===== src/design/psfc_regs.svh =====
`ifndef PSFC_REGS_SVH
`define PSFC_REGS_SVH

// Status register field positions.
`define PSFC_ST_EVENT_BIT      8
`define PSFC_ST_MATCH_BIT      7
`define PSFC_ST_IO_LSB         4
`define PSFC_ST_IRQ_LSB        0

// Control register field positions.
`define PSFC_CT_IRQ_DIS_LSB    28
`define PSFC_CT_IRQ_POL_LSB    24
`define PSFC_CT_TICK_DIS_BIT   23
`define PSFC_CT_TICK_PRI_LSB   20
`define PSFC_CT_DMA_LOCK_BIT   17
`define PSFC_CT_EOV_DIS_BIT    16
`define PSFC_CT_MODE_LSB       12
`define PSFC_CT_MODE_CLR_BIT   13
`define PSFC_CT_IO3_DIR_BIT    10
`define PSFC_CT_IO3_POL_BIT    9

// Reset value of the control register and of the status register.
`define PSFC_CTRL_RESET        32'hFFFF_FFFF
`define PSFC_STAT_RESET        32'h0000_0000

// Synchroniser depth gives a latency of two cycles.
`define PSFC_SYNC_STAGES       2

`endif


===== src/design/psfc_pkg.sv =====
package psfc_pkg;

   // Third I/O pin modes, as encoded in control bits 13..12.
   typedef enum logic [1:0] {
      PSFC_MODE_TIMER_IRQ = 2'h0,
      PSFC_MODE_CAPTURE   = 2'h1,
      PSFC_MODE_WATCHDOG  = 2'h2,
      PSFC_MODE_STANDARD  = 2'h3
   } psfc_mode_t;

   // Decoded control outputs presented to the processor core.
   typedef struct packed {
      logic [3:0] irq_pin_disable;
      logic [3:0] irq_pin_active_high;
      logic       tick_irq_disable;
      logic [1:0] tick_irq_priority;
      logic       dma_bus_lockout;
      logic       ext_overflow_exc_disable;
      logic [2:0] gp_pin_direction;
      logic [2:0] gp_pin_polarity;
      logic [2:0] gp_pin_mask;
      psfc_mode_t gp_pin3_mode_select;
   } psfc_ctrl_t;

   // Raw pin levels, irq pins in the low four bits.
   typedef struct packed {
      logic [2:0] gp_level;
      logic [3:0] irq_level;
   } psfc_pins_t;

endpackage


===== src/design/psfc_sync.sv =====
`timescale 1ns/10ps
`include "psfc_regs.svh"

// Two-stage synchroniser for the pin levels; first stage feeds only the second.
module psfc_sync (
   input  wire logic                 clk,
   input  wire logic                 reset,
   input  wire psfc_pkg::psfc_pins_t pins_in,
   output      psfc_pkg::psfc_pins_t pins_out
);

   psfc_pkg::psfc_pins_t stage_r [`PSFC_SYNC_STAGES];

   // --------------------------------------------------------------------
   // Synchroniser chain
   // --------------------------------------------------------------------

   // Stage 0 samples the pins and stage 1 samples stage 0, so the output lags two edges.
   genvar g;
   generate
      for (g = 0; g < `PSFC_SYNC_STAGES; g++) begin : g_stage
         always_ff @(posedge clk) begin
            if (reset) begin
               stage_r[g] <= '0;
            end else if (g == 0) begin
               stage_r[g] <= pins_in;
            end else begin
               stage_r[g] <= stage_r[(g == 0) ? 0 : g - 1];
            end
         end
      end
   endgenerate

   assign pins_out = stage_r[`PSFC_SYNC_STAGES - 1];

endmodule // psfc_sync


===== src/design/psfc_core.sv =====
`timescale 1ns/10ps
`include "psfc_regs.svh"

module psfc_core (
   input  wire logic                  clk,
   input  wire logic                  reset,
   input  wire logic [3:0]            irq_pin_level,
   input  wire logic [2:0]            gp_pin_level,
   input  wire logic                  ctrl_wr_en,
   input  wire logic [31:0]           ctrl_wr_data,
   input  wire logic                  compare_wr_en,
   input  wire logic [15:0]           compare_value_reg,
   input  wire logic [15:0]           free_running_counter,
   output      logic [31:0]           pin_input_status,
   output      psfc_pkg::psfc_ctrl_t  ctrl_out,
   output      logic [3:0]            irq_pin_request,
   output      logic [3:0]            tick_irq_priority_level,
   output      logic [2:0]            gp_pin_output_enable
);

   logic [31:0]          pin_function_control_r;
   logic                 capture_event_flag_r;
   logic                 compare_match_flag_r;
   logic [3:0]           irq_req_r;
   psfc_pkg::psfc_pins_t raw_pins;
   psfc_pkg::psfc_pins_t sync_pins;
   psfc_pkg::psfc_mode_t mode;
   logic                 flag_clear;
   logic                 counter_match;
   logic                 io3_level;
   logic                 io3_pol;
   logic                 event_set;
   logic                 match_set;

   // --------------------------------------------------------------------
   // Timer priority decode
   // --------------------------------------------------------------------

   // Maps the two-bit code to its priority number; code 00 is the highest.
   function automatic logic [3:0] prio_of(input logic [1:0] code);
      case (code)
         2'h3:    prio_of = 4'h6;
         2'h2:    prio_of = 4'h8;
         2'h1:    prio_of = 4'hA;
         default: prio_of = 4'hC;
      endcase
   endfunction

   // --------------------------------------------------------------------
   // Pin synchroniser
   // --------------------------------------------------------------------

   // One assignment packs both groups, I/O pins in the upper three bits.
   assign raw_pins = {gp_pin_level, irq_pin_level};

   // Pins are asynchronous to the core, so they are retimed first.
   psfc_sync u_sync (
      .clk      (clk),
      .reset    (reset),
      .pins_in  (raw_pins),
      .pins_out (sync_pins)
   );

   // --------------------------------------------------------------------
   // Control register
   // --------------------------------------------------------------------

   // The whole word is taken as written; software preserves reserved bits.
   always_ff @(posedge clk) begin
      if (reset) begin
         pin_function_control_r <= `PSFC_CTRL_RESET;
      end else if (ctrl_wr_en) begin
         pin_function_control_r <= ctrl_wr_data;
      end
   end

   // Control fields drive the core directly; there is no read-back path.
   always_comb begin
      ctrl_out.irq_pin_disable          = pin_function_control_r[31:28];
      ctrl_out.irq_pin_active_high      = pin_function_control_r[27:24];
      ctrl_out.tick_irq_disable         = pin_function_control_r[`PSFC_CT_TICK_DIS_BIT];
      ctrl_out.tick_irq_priority        = pin_function_control_r[21:20];
      ctrl_out.dma_bus_lockout          = ~pin_function_control_r[`PSFC_CT_DMA_LOCK_BIT];
      ctrl_out.ext_overflow_exc_disable = pin_function_control_r[`PSFC_CT_EOV_DIS_BIT];
      ctrl_out.gp_pin_direction         = {pin_function_control_r[10],
                                           pin_function_control_r[6],
                                           pin_function_control_r[2]};
      ctrl_out.gp_pin_polarity          = {pin_function_control_r[9],
                                           pin_function_control_r[5],
                                           pin_function_control_r[1]};
      ctrl_out.gp_pin_mask              = {pin_function_control_r[8],
                                           pin_function_control_r[4],
                                           pin_function_control_r[0]};
      ctrl_out.gp_pin3_mode_select      =
         psfc_pkg::psfc_mode_t'(pin_function_control_r[13:12]);
   end

   assign tick_irq_priority_level = prio_of(ctrl_out.tick_irq_priority);

   // A direction bit of zero turns the pin into an output.
   assign gp_pin_output_enable = ~ctrl_out.gp_pin_direction;

   // --------------------------------------------------------------------
   // Interrupt pin requests
   // --------------------------------------------------------------------

   // Registered so the request lines are glitch free to the core.
   genvar i;
   generate
      for (i = 0; i < 4; i++) begin : g_irq
         always_ff @(posedge clk) begin
            if (reset) begin
               irq_req_r[i] <= 1'b0;
            end else begin
               irq_req_r[i] <= ~ctrl_out.irq_pin_disable[i] &&
                  (sync_pins.irq_level[i] == ctrl_out.irq_pin_active_high[i]);
            end
         end
      end
   endgenerate

   assign irq_pin_request = irq_req_r;

   // --------------------------------------------------------------------
   // Capture and compare flags
   // --------------------------------------------------------------------

   assign mode          = ctrl_out.gp_pin3_mode_select;
   assign io3_level     = sync_pins.gp_level[2];
   assign io3_pol       = pin_function_control_r[`PSFC_CT_IO3_POL_BIT];
   assign counter_match = (compare_value_reg == free_running_counter);
   assign flag_clear    = compare_wr_en ||
                          (ctrl_wr_en && ctrl_wr_data[`PSFC_CT_MODE_CLR_BIT]);

   // Set conditions are level terms, evaluated on every edge. In capture mode the match
   // flag may only set while the event flag is low, so an event may follow a timeout
   // but a timeout never follows an event.
   assign event_set     = (mode == psfc_pkg::PSFC_MODE_CAPTURE) &&
                          (io3_level == io3_pol);
   assign match_set     = counter_match &&
                          (((mode == psfc_pkg::PSFC_MODE_CAPTURE) && !capture_event_flag_r) ||
                           (mode == psfc_pkg::PSFC_MODE_TIMER_IRQ));

   // A set wins over a clear in the same cycle: the flags follow level conditions, so a
   // clear issued while the condition still holds must not hide a pending event.
   always_ff @(posedge clk) begin
      if (reset) begin
         capture_event_flag_r <= 1'b0;
      end else if (event_set) begin
         capture_event_flag_r <= 1'b1;
      end else if (flag_clear) begin
         capture_event_flag_r <= 1'b0;
      end
   end

   // The match flag stands until cleared, like the event flag.
   always_ff @(posedge clk) begin
      if (reset) begin
         compare_match_flag_r <= 1'b0;
      end else if (match_set) begin
         compare_match_flag_r <= 1'b1;
      end else if (flag_clear) begin
         compare_match_flag_r <= 1'b0;
      end
   end

   // --------------------------------------------------------------------
   // Status register
   // --------------------------------------------------------------------

   // Upper reserved bits are tied low; levels are shown uninverted.
   assign pin_input_status = {23'h00_0000,
                              capture_event_flag_r,
                              compare_match_flag_r,
                              sync_pins.gp_level,
                              sync_pins.irq_level};

   // --------------------------------------------------------------------
   // Assertions
   // --------------------------------------------------------------------

   a_reserved_zero: assert property (@(posedge clk) disable iff (reset)
      pin_input_status[31:9] == 23'h00_0000)
      else $error("Reserved status bits not zero.");

   a_level_latency: assert property (@(posedge clk) disable iff (reset)
      pin_input_status[3:0] == $past(irq_pin_level, 2))
      else $error("Irq level latency wrong.");

   a_gp_level_pos: assert property (@(posedge clk) disable iff (reset)
      pin_input_status[6:4] == $past(gp_pin_level, 2))
      else $error("I/O level bits misplaced.");

   // Flags: a set beats a clear, and a flag stands until a clear without a set.
   a_event_set: assert property (@(posedge clk) disable iff (reset)
      (mode == psfc_pkg::PSFC_MODE_CAPTURE && io3_level == io3_pol)
      |=> pin_input_status[8])
      else $error("Event flag not set.");

   a_match_set: assert property (@(posedge clk) disable iff (reset)
      (counter_match && mode == psfc_pkg::PSFC_MODE_TIMER_IRQ)
      |=> pin_input_status[7])
      else $error("Match flag not set.");

   a_event_clear: assert property (@(posedge clk) disable iff (reset)
      (flag_clear && !event_set) |=> !pin_input_status[8])
      else $error("Event flag not cleared.");

   a_match_clear: assert property (@(posedge clk) disable iff (reset)
      (flag_clear && !match_set) |=> !pin_input_status[7])
      else $error("Match flag not cleared.");

   a_event_hold: assert property (@(posedge clk) disable iff (reset)
      (pin_input_status[8] && !flag_clear) |=> pin_input_status[8])
      else $error("Event flag dropped.");

   a_match_hold: assert property (@(posedge clk) disable iff (reset)
      (pin_input_status[7] && !flag_clear) |=> pin_input_status[7])
      else $error("Match flag dropped.");

   a_ctrl_reset: assert property (@(posedge clk)
      reset |=> pin_function_control_r == `PSFC_CTRL_RESET)
      else $error("Control not all ones after reset.");

   a_irq_request: assert property (@(posedge clk) disable iff (reset)
      irq_pin_request[0] == $past(!pin_function_control_r[28] &&
         (sync_pins.irq_level[0] == pin_function_control_r[24])))
      else $error("Irq request wrong.");

   a_prio_decode: assert property (@(posedge clk) disable iff (reset)
      pin_function_control_r[21:20] == 2'h0 |-> tick_irq_priority_level == 4'hC)
      else $error("Timer priority wrong.");

   a_dma_lock: assert property (@(posedge clk) disable iff (reset)
      ctrl_wr_en |=> ctrl_out.dma_bus_lockout == !$past(ctrl_wr_data[17]))
      else $error("Bus lock wrong.");

   // Each decoded field must show the written bits on the edge after the write; the pin output enable and the bus lockout show them inverted.
   a_irq_mask_field: assert property (@(posedge clk) disable iff (reset)
      ctrl_wr_en |=> ctrl_out.irq_pin_disable == $past(ctrl_wr_data[31:28]))
      else $error("Irq mask field wrong.");

   a_irq_pol_field: assert property (@(posedge clk) disable iff (reset)
      ctrl_wr_en |=> ctrl_out.irq_pin_active_high == $past(ctrl_wr_data[27:24]))
      else $error("Irq polarity field wrong.");

   a_tick_disable: assert property (@(posedge clk) disable iff (reset)
      ctrl_wr_en |=> ctrl_out.tick_irq_disable == $past(ctrl_wr_data[23]))
      else $error("Timer interrupt gate wrong.");

   a_eov_disable: assert property (@(posedge clk) disable iff (reset)
      ctrl_wr_en |=> ctrl_out.ext_overflow_exc_disable == $past(ctrl_wr_data[16]))
      else $error("Overflow exception gate wrong.");

   a_pin_direction: assert property (@(posedge clk) disable iff (reset)
      ctrl_wr_en |=> gp_pin_output_enable ==
         ~$past({ctrl_wr_data[10], ctrl_wr_data[6], ctrl_wr_data[2]}))
      else $error("Pin output enable wrong.");

   a_mode_field: assert property (@(posedge clk) disable iff (reset)
      ctrl_wr_en |=> ctrl_out.gp_pin3_mode_select == $past(ctrl_wr_data[13:12]))
      else $error("Pin three mode wrong.");

   // Priority steps down by two for each higher code, from 12 at code 00.
   a_prio_all: assert property (@(posedge clk) disable iff (reset)
      tick_irq_priority_level == 4'hC - {pin_function_control_r[21:20], 1'b0})
      else $error("Timer priority step wrong.");

   a_irq_all: assert property (@(posedge clk) disable iff (reset)
      irq_pin_request == $past(~pin_function_control_r[31:28] &
         ~(sync_pins.irq_level ^ pin_function_control_r[27:24])))
      else $error("Irq request vector wrong.");

   c_event_seen: cover property (@(posedge clk) disable iff (reset)
      $rose(pin_input_status[8]));
   c_match_seen: cover property (@(posedge clk) disable iff (reset)
      $rose(pin_input_status[7]));
   c_irq_raised: cover property (@(posedge clk) disable iff (reset)
      $rose(irq_pin_request[3]));
   c_set_beats_clear: cover property (@(posedge clk) disable iff (reset)
      flag_clear && event_set);
   c_match_cleared: cover property (@(posedge clk) disable iff (reset)
      $fell(pin_input_status[7]));

endmodule // psfc_core


===== config.mk =====
export PLATFORM = sky130hd
export DESIGN_NAME = psfc_core
export DESIGN_NICKNAME = d
export VERILOG_FILES = /design/src/design/psfc_pkg.sv /design/src/design/psfc_sync.sv /design/src/design/psfc_core.sv
export VERILOG_INCLUDE_DIRS = /design/src /design/src/design
export SDC_FILE = /design/constraint.sdc
export NUM_CORES = 1
export LEC_CHECK = 0
export ABC_AREA = 1
export BUFFER_PORTS_ARGS = -buffer_cell sky130_fd_sc_hd__buf_2
export CAP_MARGIN = 5
export CORE_UTILIZATION = 45
export CTS_CLUSTER_DIAMETER = 200
export DETAILED_ROUTE_END_ITERATION = 8
export GPL_TIMING_DRIVEN = 0
export PLACE_DENSITY_LB_ADDON = 0.15
export SLEW_MARGIN = 20
export SYNTH_ARGS = -nofsm -noshare
export SYNTH_HDL_FRONTEND = slang
export SYNTH_HIERARCHICAL = 1
export SYNTH_SLANG_ARGS = --single-unit

===== constraint.sdc =====
create_clock -name clk -period 1.5 [get_ports clk]
set_input_delay 0.075 -clock clk [delete_from_list [all_inputs] [get_ports clk]]
set_output_delay 0.075 -clock clk [all_outputs]
set_load 0.005 [all_outputs]

==> impl_metrics.env <==
export IMPL_result_of_the_run="finished, violations left"
export IMPL_failing_checks="design-rule violations"
export IMPL_synth_enable_flop_cells=0
export IMPL_maxcap_violations=0
export IMPL_remaining_number_of_nets_flagged_by_the_antenna_check_after_routing=0
export IMPL_drive_gt1_share_pct=38.7
export IMPL_cts_root_buffer="clkbuf_8"
export IMPL_post_synth_inst_count=296
export IMPL_grt_start_max_net_pins=14
export IMPL_floorplan_initialDensity_pct=48.4
export IMPL_timing_hold_violations_final=0
export IMPL_die_height_um=71.4
export IMPL_post_dp_hpwl_mm=3.57
export IMPL_avgViaCountPerCell=4.12
export IMPL_worst_ep_required_time_ns=1.42
export IMPL_port_buffer_cells=109
export IMPL_arrival_ns=1.32
export IMPL_final_net_count=540
export IMPL_first_pass_iters=6
export IMPL_routed_wirelength_mm=4.98
export IMPL_fmax_mhz=718
export IMPL_gpl_final_weighted_congestion=0.722
export IMPL_gr_usage_all_layers_pct=20.3
export IMPL_finalMaxSlewViolations=0
export IMPL_detailroute_via_count=2120
export IMPL_final_design_area_no_fill_sq_um=3230
export IMPL_floorplan_rows=24
export IMPL_yosysUniqueCellTypes=20
export IMPL_crit_chain="inv_1 > ha_1 > or2_2 > buf_2"
export IMPL_detailedPlace_worstSlack_ns=0.413
export IMPL_placedInstanceArea_sq_um=2860
export IMPL_worst_path_buf_inv=2
export IMPL_hold_class="primary input to flip-flop"
export IMPL_yosys_warnings=6
export IMPL_crit_cells=4
export IMPL_end_kind="output pin"
export IMPL_synthToLayoutAreaGrowth_pct=49.0
export IMPL_cts_max_path_buffers=2
export IMPL_synth_common_cells="nand2_1, buf_4, dfxtp_1"
export IMPL_timing_reg2reg_setup_slack_ns=0.55
export IMPL_clock_sinks=44
export IMPL_first_global_vias=2008
export IMPL_worst_setup_path_start_kind="flip-flop"
export IMPL_drt_first_iter_violations=82
export IMPL_pwr_density_cell_nw_per_um2=799
export IMPL_netlist_top_cells_area="dfxtp_1, buf_4, nand2_1"
export IMPL_async_reset_ff_share_pct=0
export IMPL_synth_ff_latch_count=44
export IMPL_synth_top_cell_by_area="dfxtp_1"
export IMPL_final_setup_margin_ns=0.107
export IMPL_p_leak_nw=1.87
export IMPL_startpoint="pin_function_control_r[21]"
export IMPL_postSynth_topFlopCell="dfxtp_1"
export IMPL_grt_antenna_before_repair=0
export IMPL_drt_wirelength_per_cell_um=9.67
export IMPL_cpLargestDelayFamily="flip-flops"
export IMPL_seq_area_frac_synth_pct=40.7
export IMPL_critPathMaxFanout=4
export IMPL_rsz0062_at_grt="false"
export IMPL_synthDominantCellAreaShare_pct=40.7
export IMPL_drc_errors=10
export IMPL_critPathKind="flip-flop to output pin"
export IMPL_die_width_um=71.4
export IMPL_post_synth_cell_area_avg_sq_um=7.31
export IMPL_min_delay_start="ctrl_wr_data[21]"
export IMPL_grt_remaining_overflow=0
export IMPL_cts_buffer_count=5
export IMPL_min_path_cells=3
export IMPL_io_pins=142
export IMPL_design_die_area_sq_um=5090
export IMPL_cts_htree_levels=2
export IMPL_grt_pass1_wl_mm=8.18
export IMPL_syn_cell_area_sq_um=2160
export IMPL_slowest_cell_on_the_critical_path="dfxtp_1"
export IMPL_postCtsSetupRepairBufs=0
export IMPL_reg2regPathDepth=7
export IMPL_fillerInstances=361
export IMPL_timing_rr_start="pin_function_control_r[12]"
export IMPL_insertedDiodeCount=0
export IMPL_cts_tree="done"
export IMPL_setup_viol=0
export IMPL_fin_worst_skew_ns=0.00709
export IMPL_critPathMaxStageDelay_ns=0.37
export IMPL_yosys_cell_count_top_type="nand2_1"
export IMPL_irDropWorstVdd_v=0.000765
export IMPL_min_period_over_period_pct=92.9
export IMPL_cts_reportedPaths_clkPinSlew_ns=0.08
export IMPL_setup_tns_ns=0
export IMPL_core_region_area_sq_um=4470
export IMPL_clkLatencyLatePin_ns=0.29
export IMPL_p_total_mw=2.58
export IMPL_finalCriticalPeriod_ns=1.39
[sequential cells by signal, indices dropped and copies added, names as in the netlist]
register / flops
pin_function_control_r: 24
u_sync/stage_r: 14
irq_pin_request: 4
capture_event_flag_r: 1
compare_match_flag_r: 1
[layout by cell type, fill, tap and decap left out]
cell type / synthesis / layout
xnor2_1: 5 / 5
buf_6: 1 / 1
or2_2: 3 / 3
a21oi_1: 8 / 8
nand3_1: 22 / 22
a21oi_2: 1 / 1
inv_2: 2 / 2
conb_1: 1 / 24
clkbuf_1: 0 / 1
xor2_1: 4 / 4
clkbuf_8: 0 / 6
clkinvlp_4: 0 / 1
nand4_1: 1 / 1
buf_2: 6 / 115
dlygate4sd3_1: 0 / 27
inv_1: 41 / 41
o21ai_0: 6 / 6
nor3_1: 4 / 4
ha_1: 3 / 3
dfxtp_1: 44 / 44
nand2_1: 70 / 70
nor2_2: 1 / 1
nor2_1: 24 / 24
buf_4: 49 / 49
[per-layer routing]
| metal | track usage, % | part of all wire [%] | vias up | wire (um) |
|---|---|---|---|---|
| li1 | - | - | 1147 | - |
| met5 | 0 | 0 | - | 0 |
| met1 | 20.6 | 39 | 875 | 1950 |
| met4 | 6.44 | 1.6 | 0 | 82 |
| met2 | 39.8 | 50 | 88 | 2500 |
| met3 | 5.34 | 9.0 | 10 | 446 |
[through the flow]
stage | hold slack [ns] | cells | utilization (%)
6_report | 0.00312 | 515 | 72.1
4_1_cts | 0.00592 | 515 | 72.1
3_3_place_gp | 0.274 | 480 | 64.0
2_1_floorplan | 0.146 | 319 | -
5_1_grt | 0.00820 | 515 | 72.1
3_5_place_dp | 0.282 | 480 | 64.0
[worst paths after layout]
check / to
setup / recovery: tick_irq_priority_level[1]
hold / removal: pin_function_control_r[21]
setup reg to reg: compare_match_flag_r
hold reg to reg: u_sync/stage_r[1][0]
[kinds of logic (layout without fill, tap and decap cells)]
family | after synthesis | after routing | share of synthesized area (%)
AO/OA/AOI/OAI | 15 | 15 | 3.64
XOR/XNOR | 9 | 9 | 3.64
adder cells (fa/ha/maj) | 3 | 3 | 1.73
buffers and inverters | 99 | 243 | 26.4
flip-flops | 44 | 44 | 40.7
other | 1 | 24 | 0.173
AND/OR/NAND/NOR | 125 | 125 | 23.8
[worst min-delay path: cells and delay by family]
family | cells | cell delay [ns]
AO/OA/AOI/OAI | 2 | 0.12
buffers and inverters | 1 | 0.07
[layout make-up]
cell class | count | area (sq um) | area share, %
sequential | 44 | 881 | 27.3
clock buffer | 7 | 86.3 | 2.68
tap | 52 | 65.1 | 2.02
clock inverter | 1 | 7.51 | 0.233
multi-input combinational | 176 | 800 | 24.8
buffer | 56 | 409 | 12.7
inverter | 43 | 161 | 5.00
timing repair buffer | 136 | 816 | 25.3
[what timing repair did]
| item | in CTS | in global routing |
|---|---|---|
| gates resized for setup | 0 | 0 |
| hold buffers | 27 | 0 |
| hold endpoints to repair | 27 | 0 |
[power breakdown]
group / switching (mW) / leakage (nW) / internal [mW]
registers: 0.0401 / 0.365 / 1.23
logic: 0.227 / 1.46 / 0.322
clock network: 0.381 / 0.0445 / 0.374
total: 0.648 / 1.87 / 1.93
Note: power is estimated with default switching activity, not from simulation.
